### src/tfm_defines.vh
/*
 Register offsets, field positions, reset values and timing counts shared by
 the time and frequency measurement channel. Assumes a 100 MHz system clock
 and a register master on a plain strobe port.
*/
// Functional notes
// - Always capture active, inactive and period time.
// - Channel configurable standalone or with qualifier.
// - Four windows: period, cycle, between samples, accumulate.
// - Timer reset: per sample, qualifier edge, free.
// - Free timer is 32 bits, wraps to zero.
// - Accumulated active time has no gaps.
// - Period equals active plus inactive time.
// - Period starts on selectable edge.
// - Gating only with accumulate window selected.
// - Gate counting on qualifier active or inactive.
// - Gated modes never reset the timer.
// - Gated result updates when qualifier window closes.
// - Frequency is reciprocal of measured duration.
// - Frequency uses last period or last cycle.
// - Frequency and duty use selected duration.
// - RPM from cycle frequency.
// - Level sign modes follow qualifier state.
// - Compare sign modes follow state equality.
// - Duty is active over period, in percent.
// - Frequency integer in 0.02 Hz steps.
`ifndef TFM_DEFINES_VH
`define TFM_DEFINES_VH
// Register byte offsets.
`define TFM_REG_CTRL     8'h00
`define TFM_REG_CHSEL    8'h04
`define TFM_REG_PPC      8'h08
`define TFM_REG_SAMPLE   8'h0C
`define TFM_REG_ACT      8'h10
`define TFM_REG_INACT    8'h14
`define TFM_REG_PERIOD   8'h18
`define TFM_REG_FREQ     8'h1C
`define TFM_REG_DUTY     8'h20
`define TFM_REG_RPM      8'h24
`define TFM_REG_STATUS   8'h28
// Control field positions.
`define TFM_CTRL_EN      0
`define TFM_CTRL_WIN     2:1
`define TFM_CTRL_RMODE   4:3
`define TFM_CTRL_PFALL   5
`define TFM_CTRL_QFALL   6
`define TFM_CTRL_QMODE   9:7
`define TFM_CTRL_FCYC    10
`define TFM_CTRL_BITS    11
// Reset values.
`define TFM_CTRL_RST     11'h000
`define TFM_CHSEL_RST    16'h0100
`define TFM_PPC_RST      16'h0001
// Timing: 20 ns timebase on a 10 ns clock.
`define TFM_TICK_NS      20
`define TFM_CLK_NS       10
// 2.5e9 = 1 / (20 ns * 0.02 Hz); 3.0e9 = 60 / 20 ns.
`define TFM_FREQ_NUM     40'h00_9502_F900
`define TFM_RPM_NUM      40'h00_B2D0_5E00
`define TFM_FREQ_MAX     32'h7FFF_FFFF
`define TFM_DIV_STEPS    6'h28
`endif

### src/tfm_channel.v
/*
 One time and frequency measurement channel: picks a measured and a
 qualifying input from a vector of sensor pins, measures times on a 20 ns
 timebase and derives frequency, duty cycle and RPM with a serial divider.
 Assumes asynchronous sensor pins and a register master on the same clock.
*/
`timescale 1ns/1ps
`include "tfm_defines.vh"
module tfm_channel #(
   parameter NCH  = 4,                  // Number of sensor pins.
   parameter IDXW = 2                   // Width of a channel index.
) (
   // Clock, reset and clock enable.
   input  wire            mclk_i,
   input  wire            rstn_i,
   input  wire            ce_i,
   // Sensor pins.
   input  wire [NCH-1:0]  sig_i,
   // Register port.
   input  wire [7:0]      addr_i,
   input  wire [31:0]     wdata_i,
   input  wire            wr_i,
   input  wire            rd_i,
   output reg  [31:0]     rdata_o,
   // One-cycle pulse when a new coherent result set is published.
   output reg             result_valid_o
);
   // Cycles per timebase tick, rounded up.
   localparam integer TICK_DIV  = (`TFM_TICK_NS + `TFM_CLK_NS - 1) / `TFM_CLK_NS;
   localparam [3:0]   TICK_LAST = TICK_DIV[3:0] - 4'h1;
   // Divider states.
   localparam [1:0] ST_IDLE = 2'h0;
   localparam [1:0] ST_LOAD = 2'h1;
   localparam [1:0] ST_RUN  = 2'h2;
   localparam [1:0] ST_PUB  = 2'h3;

   // Adds two 32-bit times, wrapping like the hardware counter.
   function [31:0] tsum;
      input [31:0] a;
      input [31:0] b;
      begin
         tsum = a + b;
      end
   endfunction

   reg [`TFM_CTRL_BITS-1:0] ctrl_q;     // Control register.
   reg [15:0]      chsel_q;             // Measured and qualifier index.
   reg [15:0]      ppc_q;               // Periods per cycle.
   reg [NCH-1:0]   s1_q, s2_q, s3_q;    // Pin synchroniser stages.
   reg [NCH-1:0]   lvl_q;               // Debounced pin levels.
   reg             m_p_q, q_p_q;        // Previous measured and qualifier level.
   reg             gate_p_q;            // Previous gate state.
   reg [3:0]       tick_cnt_q;          // Timebase prescaler.
   reg [31:0]      cur_act_q, cur_inact_q;  // Running period.
   reg [31:0]      lp_act_q, lp_inact_q;    // Last period.
   reg [31:0]      cyc_act_q, cyc_inact_q;  // Running cycle.
   reg [31:0]      lc_act_q, lc_inact_q;    // Last cycle.
   reg [15:0]      per_cnt_q;           // Periods seen in this cycle.
   reg [31:0]      bs_act_q, bs_inact_q;    // Since last sample.
   reg [31:0]      acc_act_q, acc_inact_q;  // Accumulated timer.
   reg [31:0]      hold_act_q, hold_inact_q; // Accumulated at window close.
   reg [31:0]      sn_act_q, sn_inact_q, sn_per_q; // Sample snapshot.
   reg [31:0]      sn_dact_q, sn_dinact_q;  // Duty inputs.
   reg [31:0]      sn_cyc_q;            // Cycle duration for RPM.
   reg             sn_neg_q;            // Sign at the sample.
   reg [31:0]      r_act_q, r_inact_q, r_per_q, r_freq_q, r_duty_q, r_rpm_q;
   reg [31:0]      fmag_q, duty_q;      // Divider results awaiting publication.
   reg [1:0]       st_q;                // Divider state.
   reg [1:0]       op_q;                // 0 frequency, 1 duty, 2 RPM.
   reg [5:0]       step_q;              // Divider step count.
   reg [39:0]      quo_q;               // Dividend shifting into quotient.
   reg [32:0]      rem_q;               // Partial remainder.
   reg [31:0]      den_q;               // Divisor.

   // Decoded configuration.
   wire            en     = ctrl_q[`TFM_CTRL_EN];
   wire [1:0]      win    = ctrl_q[`TFM_CTRL_WIN];
   wire [1:0]      rmode  = ctrl_q[`TFM_CTRL_RMODE];
   wire [2:0]      qmode  = ctrl_q[`TFM_CTRL_QMODE];
   wire [IDXW-1:0] midx   = chsel_q[IDXW-1:0];
   wire [IDXW-1:0] qidx   = chsel_q[IDXW+7:8];
   // Selected levels and edges.
   wire            m      = lvl_q[midx];
   wire            q      = lvl_q[qidx];
   wire            m_rise = m & ~m_p_q;
   wire            m_fall = ~m & m_p_q;
   wire            bound  = ctrl_q[`TFM_CTRL_PFALL] ? m_fall : m_rise;
   wire            q_edge = ctrl_q[`TFM_CTRL_QFALL] ? (~q & q_p_q) : (q & ~q_p_q);
   wire            tick   = (tick_cnt_q == TICK_LAST);
   // Gating applies only in the accumulate window.
   wire            gated  = (win == 2'h3) &&
                            (qmode == 3'h1 || qmode == 3'h2);
   wire            gate   = !gated ? 1'b1 :
                            (qmode == 3'h1) ? q : ~q;
   wire [31:0]     inc_a  = {31'h0, tick & m};
   wire [31:0]     inc_i  = {31'h0, tick & ~m};
   wire [31:0]     inc_ga = {31'h0, tick & m & gate};
   wire [31:0]     inc_gi = {31'h0, tick & ~m & gate};
   wire [31:0]     ca_n   = tsum(cur_act_q, inc_a);
   wire [31:0]     ci_n   = tsum(cur_inact_q, inc_i);
   wire [31:0]     cyc_a  = tsum(cyc_act_q, ca_n);
   wire [31:0]     cyc_i  = tsum(cyc_inact_q, ci_n);
   wire            cyc_end = (per_cnt_q + 16'h0001) >= ppc_q;
   wire            sample = wr_i && (addr_i == `TFM_REG_SAMPLE) && (st_q == ST_IDLE);
   // Timer reset request, never taken in gated modes.
   wire            acc_clr = !gated &&
                             ((rmode == 2'h0 && sample) ||
                              (rmode == 2'h1 && q_edge));
   // Restoring divider step.
   wire [32:0]     rem_sh = {rem_q[31:0], quo_q[39]};
   wire            fits   = rem_sh >= {1'b0, den_q};
   // 100 * active time for the duty quotient.
   wire [39:0]     act100 = {2'h0, sn_dact_q, 6'h0} + {3'h0, sn_dact_q, 5'h0} +
                            {6'h0, sn_dact_q, 2'h0};
   wire [31:0]     fsigned = sn_neg_q ? (32'h0 - fmag_q) : fmag_q;

   // Register writes; the sample strobe has no storage of its own.
   always @(posedge mclk_i) begin
      if (!rstn_i) begin
         ctrl_q  <= `TFM_CTRL_RST;
         chsel_q <= `TFM_CHSEL_RST;
         ppc_q   <= `TFM_PPC_RST;
      end else if (ce_i && wr_i) begin
         case (addr_i)
            `TFM_REG_CTRL:  ctrl_q  <= wdata_i[`TFM_CTRL_BITS-1:0];
            `TFM_REG_CHSEL: chsel_q <= wdata_i[15:0];
            `TFM_REG_PPC:   ppc_q   <= wdata_i[15:0];
            default: begin
            end
         endcase
      end
   end

   // Three-stage pin synchroniser; a level counts once stages two and three
   // agree, which also drops single-cycle glitches.
   always @(posedge mclk_i) begin
      if (!rstn_i) begin
         s1_q  <= {NCH{1'b0}};
         s2_q  <= {NCH{1'b0}};
         s3_q  <= {NCH{1'b0}};
         lvl_q <= {NCH{1'b0}};
      end else if (ce_i) begin
         s1_q  <= sig_i;
         s2_q  <= s1_q;
         s3_q  <= s2_q;
         lvl_q <= (s2_q & ~(s2_q ^ s3_q)) | (lvl_q & (s2_q ^ s3_q));
      end
   end

   // Edge history and the 20 ns prescaler.
   always @(posedge mclk_i) begin
      if (!rstn_i) begin
         m_p_q      <= 1'b0;
         q_p_q      <= 1'b0;
         gate_p_q   <= 1'b0;
         tick_cnt_q <= 4'h0;
      end else if (ce_i) begin
         m_p_q      <= m;
         q_p_q      <= q;
         gate_p_q   <= gate;
         tick_cnt_q <= (tick || !en) ? 4'h0 : tick_cnt_q + 4'h1;
      end
   end

   // Period and cycle measurement; all three values run whatever is
   // reported.
   always @(posedge mclk_i) begin
      if (!rstn_i || (ce_i && !en)) begin
         cur_act_q   <= 32'h0;
         cur_inact_q <= 32'h0;
         lp_act_q    <= 32'h0;
         lp_inact_q  <= 32'h0;
         cyc_act_q   <= 32'h0;
         cyc_inact_q <= 32'h0;
         lc_act_q    <= 32'h0;
         lc_inact_q  <= 32'h0;
         per_cnt_q   <= 16'h0;
      end else if (ce_i) begin
         if (bound) begin
            // Close the period; the boundary tick belongs to the old one.
            lp_act_q    <= ca_n;
            lp_inact_q  <= ci_n;
            cur_act_q   <= 32'h0;
            cur_inact_q <= 32'h0;
            if (cyc_end) begin
               lc_act_q    <= cyc_a;
               lc_inact_q  <= cyc_i;
               cyc_act_q   <= 32'h0;
               cyc_inact_q <= 32'h0;
               per_cnt_q   <= 16'h0;
            end else begin
               cyc_act_q   <= cyc_a;
               cyc_inact_q <= cyc_i;
               per_cnt_q   <= per_cnt_q + 16'h1;
            end
         end else begin
            cur_act_q   <= ca_n;
            cur_inact_q <= ci_n;
         end
      end
   end

   // Between-sample and accumulated timers; the accumulator wraps at 2^32.
   always @(posedge mclk_i) begin
      if (!rstn_i || (ce_i && !en)) begin
         bs_act_q     <= 32'h0;
         bs_inact_q   <= 32'h0;
         acc_act_q    <= 32'h0;
         acc_inact_q  <= 32'h0;
         hold_act_q   <= 32'h0;
         hold_inact_q <= 32'h0;
      end else if (ce_i) begin
         bs_act_q   <= sample ? 32'h0 : tsum(bs_act_q, inc_a);
         bs_inact_q <= sample ? 32'h0 : tsum(bs_inact_q, inc_i);
         if (acc_clr) begin
            acc_act_q   <= 32'h0;
            acc_inact_q <= 32'h0;
         end else begin
            // No tick is dropped between samples, only on explicit reset.
            acc_act_q   <= tsum(acc_act_q, inc_ga);
            acc_inact_q <= tsum(acc_inact_q, inc_gi);
         end
         // A gated value is only trusted once the window has closed, since
         // measured and qualifier edges are unrelated in time.
         if (gate_p_q && !gate) begin
            hold_act_q   <= acc_act_q;
            hold_inact_q <= acc_inact_q;
         end
      end
   end

   // Snapshot on the sample strobe, then a serial divider for the three
   // quotients; samples arriving while it runs are ignored.
   always @(posedge mclk_i) begin
      if (!rstn_i) begin
         st_q <= ST_IDLE;
         op_q <= 2'h0;
         step_q <= 6'h0;
         quo_q <= 40'h0;
         rem_q <= 33'h0;
         den_q <= 32'h0;
         sn_act_q <= 32'h0;
         sn_inact_q <= 32'h0;
         sn_per_q <= 32'h0;
         sn_dact_q <= 32'h0;
         sn_dinact_q <= 32'h0;
         sn_cyc_q <= 32'h0;
         sn_neg_q <= 1'b0;
         fmag_q <= 32'h0;
         duty_q <= 32'h0;
         r_act_q <= 32'h0;
         r_inact_q <= 32'h0;
         r_per_q <= 32'h0;
         r_freq_q <= 32'h0;
         r_duty_q <= 32'h0;
         r_rpm_q <= 32'h0;
         result_valid_o <= 1'b0;
      end else if (ce_i) begin
         result_valid_o <= 1'b0;
         case (st_q)
            ST_IDLE: begin
               if (sample) begin
                  case (win)
                     2'h0: begin
                        sn_act_q   <= lp_act_q;
                        sn_inact_q <= lp_inact_q;
                     end
                     2'h1: begin
                        sn_act_q   <= lc_act_q;
                        sn_inact_q <= lc_inact_q;
                     end
                     2'h2: begin
                        sn_act_q   <= bs_act_q;
                        sn_inact_q <= bs_inact_q;
                     end
                     default: begin
                        sn_act_q   <= gated ? hold_act_q : acc_act_q;
                        sn_inact_q <= gated ? hold_inact_q : acc_inact_q;
                     end
                  endcase
                  // Duration for frequency and duty: last period or cycle.
                  if (ctrl_q[`TFM_CTRL_FCYC]) begin
                     sn_per_q    <= tsum(lc_act_q, lc_inact_q);
                     sn_dact_q   <= lc_act_q;
                     sn_dinact_q <= lc_inact_q;
                  end else begin
                     sn_per_q    <= tsum(lp_act_q, lp_inact_q);
                     sn_dact_q   <= lp_act_q;
                     sn_dinact_q <= lp_inact_q;
                  end
                  sn_cyc_q <= tsum(lc_act_q, lc_inact_q);
                  case (qmode)
                     3'h3: sn_neg_q <= ~q;
                     3'h4: sn_neg_q <= q;
                     3'h5: sn_neg_q <= (m != q);
                     3'h6: sn_neg_q <= (m == q);
                     default: sn_neg_q <= 1'b0;
                  endcase
                  op_q <= 2'h0;
                  st_q <= ST_LOAD;
               end
            end
            ST_LOAD: begin
               rem_q  <= 33'h0;
               step_q <= 6'h0;
               case (op_q)
                  2'h0: begin
                     quo_q <= `TFM_FREQ_NUM;
                     den_q <= sn_per_q;
                  end
                  2'h1: begin
                     quo_q <= act100;
                     den_q <= tsum(sn_dact_q, sn_dinact_q);
                  end
                  default: begin
                     quo_q <= `TFM_RPM_NUM;
                     den_q <= sn_cyc_q;
                  end
               endcase
               st_q <= ST_RUN;
            end
            ST_RUN: begin
               if (step_q == `TFM_DIV_STEPS) begin
                  // A zero duration yields zero rather than a bogus quotient.
                  case (op_q)
                     2'h0: fmag_q <= (den_q == 32'h0) ? 32'h0 :
                                     (quo_q[39:31] != 9'h0) ? `TFM_FREQ_MAX :
                                     quo_q[31:0];
                     2'h1: duty_q <= (den_q == 32'h0) ? 32'h0 : quo_q[31:0];
                     default: begin
                     end
                  endcase
                  if (op_q == 2'h2) begin
                     r_rpm_q <= (den_q == 32'h0) ? 32'h0 : quo_q[31:0];
                     st_q    <= ST_PUB;
                  end else begin
                     op_q <= op_q + 2'h1;
                     st_q <= ST_LOAD;
                  end
               end else begin
                  rem_q  <= fits ? (rem_sh - {1'b0, den_q}) : rem_sh;
                  quo_q  <= {quo_q[38:0], fits};
                  step_q <= step_q + 6'h1;
               end
            end
            default: begin
               // Publish the set in one cycle for a coherent read; r_rpm_q is written one cycle earlier, at the end of the RPM division.
               r_act_q        <= sn_act_q;
               r_inact_q      <= sn_inact_q;
               r_per_q        <= sn_per_q;
               r_freq_q       <= fsigned;
               r_duty_q       <= duty_q;
               result_valid_o <= 1'b1;
               st_q           <= ST_IDLE;
            end
         endcase
      end
   end

   // Read data, registered one cycle after the strobe; unmapped reads zero.
   always @(posedge mclk_i) begin
      if (!rstn_i) begin
         rdata_o <= 32'h0;
      end else if (ce_i) begin
         if (rd_i) begin
            case (addr_i)
               `TFM_REG_CTRL:   rdata_o <= {21'h0, ctrl_q};
               `TFM_REG_CHSEL:  rdata_o <= {16'h0, chsel_q};
               `TFM_REG_PPC:    rdata_o <= {16'h0, ppc_q};
               `TFM_REG_ACT:    rdata_o <= r_act_q;
               `TFM_REG_INACT:  rdata_o <= r_inact_q;
               `TFM_REG_PERIOD: rdata_o <= r_per_q;
               `TFM_REG_FREQ:   rdata_o <= r_freq_q;
               `TFM_REG_DUTY:   rdata_o <= r_duty_q;
               `TFM_REG_RPM:    rdata_o <= r_rpm_q;
               `TFM_REG_STATUS: rdata_o <= {28'h0, gate, q, m, (st_q != ST_IDLE)};
               default:         rdata_o <= 32'h0;
            endcase
         end else begin
            rdata_o <= 32'h0;
         end
      end
   end
endmodule

### config.mk
export PLATFORM = sky130hd
export DESIGN_NAME = tfm_channel
export DESIGN_NICKNAME = d
export VERILOG_FILES = /design/src/tfm_channel.v
export VERILOG_INCLUDE_DIRS = /design/src /design/src/src
export SDC_FILE = /design/constraint.sdc
export NUM_CORES = 2
export LEC_CHECK = 0
export ABC_CLOCK_PERIOD_IN_PS = 12100
export BUFFER_PORTS_ARGS = -buffer_cell sky130_fd_sc_hd__clkbuf_2
export CORE_MARGIN = 3
export CORE_UTILIZATION = 55
export DETAILED_ROUTE_END_ITERATION = 10
export PLACE_DENSITY = 0.71
export SYNTH_ARGS = -nofsm -noshare
export SYNTH_HDL_FRONTEND = slang
export SYNTH_SLANG_ARGS = --single-unit
### constraint.sdc
create_clock -name mclk_i -period 12.1 [get_ports mclk_i]
set_input_delay 3.025 -clock mclk_i [delete_from_list [all_inputs] [get_ports mclk_i]]
set_output_delay 3.025 -clock mclk_i [all_outputs]
set_load 0.01 [all_outputs]
Yosys cells after proc, flatten, opt, wreduce, memory -nomap -nowiden
Cells that the tools add are included.

Register bits after elaboration: 1126. Output and inout port bits: 33.

Add/subtract/negate cells: 19. $lt $le $gt $ge: 4. Eq/ne operators: 32. Muxes and demuxes: 50. Bitwise logic cells: 18. Reduce and logical (&&, ||, !) cells: 43.

Operators by type and width (number): $mux 32 (20); $pmux 32 s10 (1); $add 32x1->32 (6); $pmux 32 s3 (2); $add 32x32->32 (5); $pmux 40 s2 (2); $pmux 32 s2 (2); $add 39x34->40 (1); $mux 40 (1); $add 38x37->39 (1); $ge 33x32->1 (1); $eq 8x5->1 const B (4); $logic_not 32->1 (1); $sub 1x32->32 const A (1); $sub 32x32->32 (1); $eq 8x6->1 const B (3); $add 16x1->16 const B (1); $eq 8x4->1 const B (2); $ge 16x16->1 (1); $mux 16 (1); $reduce_and 2->1 (7); $mux 2 (6); $pmux 6 s2 (1); $reduce_and 3->1 (4); other kinds (38) (91).

Longest topological paths before layout
Depth after elaboration: 9. Mapped depth: 28.

Least setup slack after synthesis
OpenSTA, ideal clock, no wires.

Path kind: reg2reg. Start point: reg chsel_q[0]. End point: reg lc_act_q[31]. Library setup time: 0.070 ns. Data arrival time: 5.189 ns. Setup slack: 6.841 ns. Stages on the path, launching flop included: 28. Clock period less this slack: 5.259 ns. Cell sequence: dfxtp_1 > mux4_2 > clkbuf_1 > and3_1 > ha_1 > ha_1 > and3_1 > and3_1 > and3_1 > and3_1 > clkbuf_1 > nand2_1 > nor2_1 > nand3_1 > xnor2_1 > ha_1 > clkbuf_1 > a21o_1 > a21oi_1 > o21ai_0 > a21o_1 > a21o_1 > a21o_1 > a221oi_1 > a21boi_0 > xnor2_1 > nand2_1 > a21oi_1.

Elaborated cells between the ends (all ways): 10.

RTL lines: from (decl) (RTL line tfm_channel.v:47) `reg [15:0] chsel_q;`; from (signal assigned) (RTL line tfm_channel.v:121) `` chsel_q <= `TFM_CHSEL_RST; ``; from (signal assigned) (RTL line tfm_channel.v:126) `` `TFM_REG_CHSEL: chsel_q <= wdata_i[15:0]; ``; $bmux 1 s2 (RTL line tfm_channel.v:83) `wire m = lvl_q[midx];`; $mux 1 (not written as such) (RTL line tfm_channel.v:83); $and 1x1->1 (RTL line tfm_channel.v:95) `wire [31:0] inc_a = {31'h0, tick & m};`; $add 32x1->32 (RTL line tfm_channel.v:42) `tsum = a + b;`; via ca_n[24] (RTL line tfm_channel.v:99) `wire [31:0] ca_n = tsum(cur_act_q, inc_a);`; $add 32x32->32 (RTL line tfm_channel.v:42); to (signal assigned) (RTL line tfm_channel.v:186) `lc_act_q <= cyc_a;`; to (decl) (RTL line tfm_channel.v:57) `reg [31:0] lc_act_q, lc_inact_q;`.

The timed path passes the listed nets, and every way through them passes these cells. The select of a mux whose other input is x is not followed. A chain may end at the register's enable or synchronous reset.

Final worst setup path
Ends and elaborated chain as after synthesis.

==> flow_metrics.py <==
metrics = {
    "outcome": {
        "outcome": "finished, final reports clean",
    },
    "clocking": {
        "cts_buffer_depth": 3,
        "cts_tree": "done",
        "cts-htree-levels": 3,
        "path_clk_slew_ns": 0.06,
        "cts_buffers": 119,
        "root_buffer": "clkbuf_16",
        "cts_setup_buffers": 0,
        "ctsResizeCount": 0,
        "clock_insertion_delay_worst_skew_ns": 0.75,
        "clock-sinks": 1126,
        "postCtsHoldBufs": 0,
    },
    "floorplanning": {
        "dieHeight_um": 335,
        "core_sq_mm": 0.107,
        "io_pins": 82,
        "fp-row-count": 120,
        "die_w_um": 335,
        "fp.dieArea_sq_mm": 0.112,
        "initial_core_util_pct": 55.5,
    },
    "setup_path": {
        "reg2reg_depth": 24,
        "cp.buffers_inverters": 0,
        "critical_path.max_fanout": 9,
        "worstPathRequired_ns": 12.74,
        "slowest_delay_ns": 0.56,
        "cp-start-kind": "flop",
        "worst_ep_arrival_time_ns": 6.94,
        "cp-end-kind": "flop",
        "cp_common_cell": "and3_1",
        "critPathSlowestCell": "mux4_2",
        "cp_cell_sequence": "mux4_2, and3_1, ha_1, ha_1, and3_1, and3_1, and3_1, and3_1, nand2_1, nor2_1, nand3_1, xnor2_1, ha_1, a21o_1, a21oi_1, o21ai_0, a21o_1, a21o_1, a21o_1, a221oi_1, a21boi_0, xnor2_1, nand2_1, a21oi_1",
        "crit_cells": 24,
        "critical-path-top-delay-family": "simple AND/OR/NAND/NOR gates",
        "worstSetupPathType": "flop to flop",
    },
    "layout": {
        "multi_input_comb_area_sq_mm": 0.0348,
        "fin_area_sq_mm": 0.0645,
        "final_common_cell": "nand2_1",
        "mostFrequentLayoutCells": "nand2_1, dfxtp_1, a21oi_1",
        "n_antenna_cell": 0,
        "largest_reg_flops": 40,
        "finish.utilization_pct": 60.2,
        "ff_latch_area_sq_mm": 0.0226,
        "top_register": "quo_q",
        "layout.nets": 7425,
        "area_delta_synth_final_pct": 8.47,
        "drive_gt1_share_pct": 7.41,
        "n_fill_cell": 9624,
    },
    "yosys": {
        "synth_edf_count": 0,
        "synth_cell_types": 89,
        "postSynthCellCount": 7304,
        "synthAdderAreaFrac_pct": 6.69,
        "yosys_most_used_dff": "dfxtp_1",
        "syn-cell-area_sq_mm": 0.0595,
        "synth_top_area_share_pct": 37.9,
        "synth_top_family_by_area": "compound AO/OA/AOI/OAI gates",
        "async_flop_share_pct": 0,
        "yosysWarnings": 0,
        "synth.area.mux_share_pct": 5.72,
        "synthXorXnorAreaFrac_pct": 6.07,
        "synth.avg_cell_area_sq_um": 8.14,
        "synth_largest_area_cell": "dfxtp_1",
        "ys_ff_latch": 1126,
        "yosysSeqAreaShare_pct": 37.9,
        "syn-num-nets": 7650,
        "synth.area.top_cells": "dfxtp_1, nand2_1, a21oi_1",
        "synth_compound_area_share_pct": 20.2,
        "yosys.area_share.simple_pct": 19.5,
    },
    "sta": {
        "relSlewSlack_pct": 21.1,
        "fin_crit_ns": 6.30,
        "tightest_slew_ns": 1.18,
        "rsz0062_at_grt": "false",
        "finalMaxSlewViolations": 0,
        "timing.fmax_mhz": 159,
        "post-route-worst-setup-slack_ns": 5.80,
        "fin_setup_tns_ns": 0,
        "final_hold_viol_count": 0,
        "setup_viol": 0,
        "skew_ns": 0.0340,
        "fin_crit_sh_pct": 52.0,
    },
    "global_routing": {
        "grt_max_degree": 204,
        "grt_pass1_wl_mm": 284,
        "grt_usage_pct": 32.1,
        "grt_overflow": 0,
        "antenna_found_initial": 4,
        "grt_pass1_vias": 48900,
    },
    "placement": {
        "dpl_cell_area_sq_mm": 0.0605,
        "routabilityCongestion": 0.948,
        "hpwlAfterDp_mm": 134,
        "place_ws_ns": 5.35,
        "portBuffers": 65,
    },
    "routing": {
        "via_per_inst": 6.19,
        "num_vias": 53100,
        "wl_per_cell_um": 21.7,
        "drc": 0,
        "drt-initial-drc-count": 5571,
        "ant_nets": 0,
        "routed_wl_mm": 186,
        "dr.pass1.iters": 6,
    },
    "power": {
        "ir_drop_mv": 0.110,
        "p_per_area_mw_per_mm2": 118,
        "leakagePower_nw": 23.9,
    },
    "worst_hold_path": {
        "hold_depth": 2,
        "hold_path_class": "flop to flop",
    },
    "run": {
        "drv_cap": 0,
    },
}
==> kinds of logic after synthesis <==
logic type / count (synthesis)
and+or+nand+nor: 2701
adders and majority gates: 297
DFF: 1126
buffers and inverters: 609
muxes: 249
AOI/OAI and AO/OA: 1910
xor gates and xnor gates: 412
==> synth_stat cells (all sizes together) (25+ instances only) <==
master and instances:
nand2 1235, dfxtp 1126, a21oi 840, nor2 760, clkbuf 436, ha 262, o21ai 245, nand3 216
xnor2 216, xor2 196, a211oi 146, a22oi 142, nor3 141, inv 128, a21o 122, mux2i 117
and3 84, a221oi 80, nand4 68, mux2 66, mux4 66, a31oi 59, o211ai 49, a22o 46
buf 44, fa 35, nor2b 32, o21bai 32, nand2b 30, o21a 25
==> through the flow <==
step / cells / hold WS, ns / total power [mW]
2_1_floorplan: 7304 / 0.427 / 3.87
3_3_place_gp: 8361 / 0.435 / 3.91
3_5_place_dp: 8361 / 0.443 / 3.91
4_1_cts: 8584 / 0.452 / 7.65
5_1_grt: 8584 / 0.461 / 7.81
6_report: 8584 / 0.449 / 7.62
==> worst register-to-register path, delay by kind of cell, from the launching register on <==
kind / cells / cell delay [ns]
XOR/XNOR: 2 / 0.56
AND/OR/NAND/NOR: 9 / 2.17
adder cells (fa/ha/maj): 3 / 0.88
multiplexers: 1 / 0.56
AO/OA/AOI/OAI: 9 / 1.67
flip-flops: 1 / 0.36
==> layout make-up <==
| cell class | count | area share, % |
|---|---|---|
| clock buffers | 164 | 5.13 |
| multi-input cells | 5569 | 53.9 |
| clock inverters | 59 | 1.18 |
| inverters | 129 | 0.766 |
| flip-flops and latches | 1126 | 35.0 |
| repair buffers | 134 | 1.37 |
| well taps | 1403 | 2.72 |
==> worst paths after layout <==
check,start,endpoint,slack (ns)
worst max-delay path,chsel_q[0],lc_act_q[31],5.80
worst min-delay path,r_freq_q[25],r_freq_q[25],0.45
worst max register to register,chsel_q[0],lc_act_q[31],5.80
worst min register to register,r_freq_q[25],r_freq_q[25],0.45
==> metal layers <==
metal / up-vias / track usage (%) / wire length, um
met1: 25400 / 45.8 / 81600
met5: - / 0 / 44
met4: 6 / 10.3 / 6260
met3: 286 / 5.35 / 16500
li1: 25400 / - / -
met2: 2109 / 49.4 / 81500
==> power breakdown <==
part           internal [mW]  leakage, nW  switching, mW
registers               3.71         9.07        0.00215
logic                 0.0198         12.8          0.104
clock network           2.18         1.95           1.61
total                   5.91         23.9           1.71
Power figures use the tool's default switching activity.
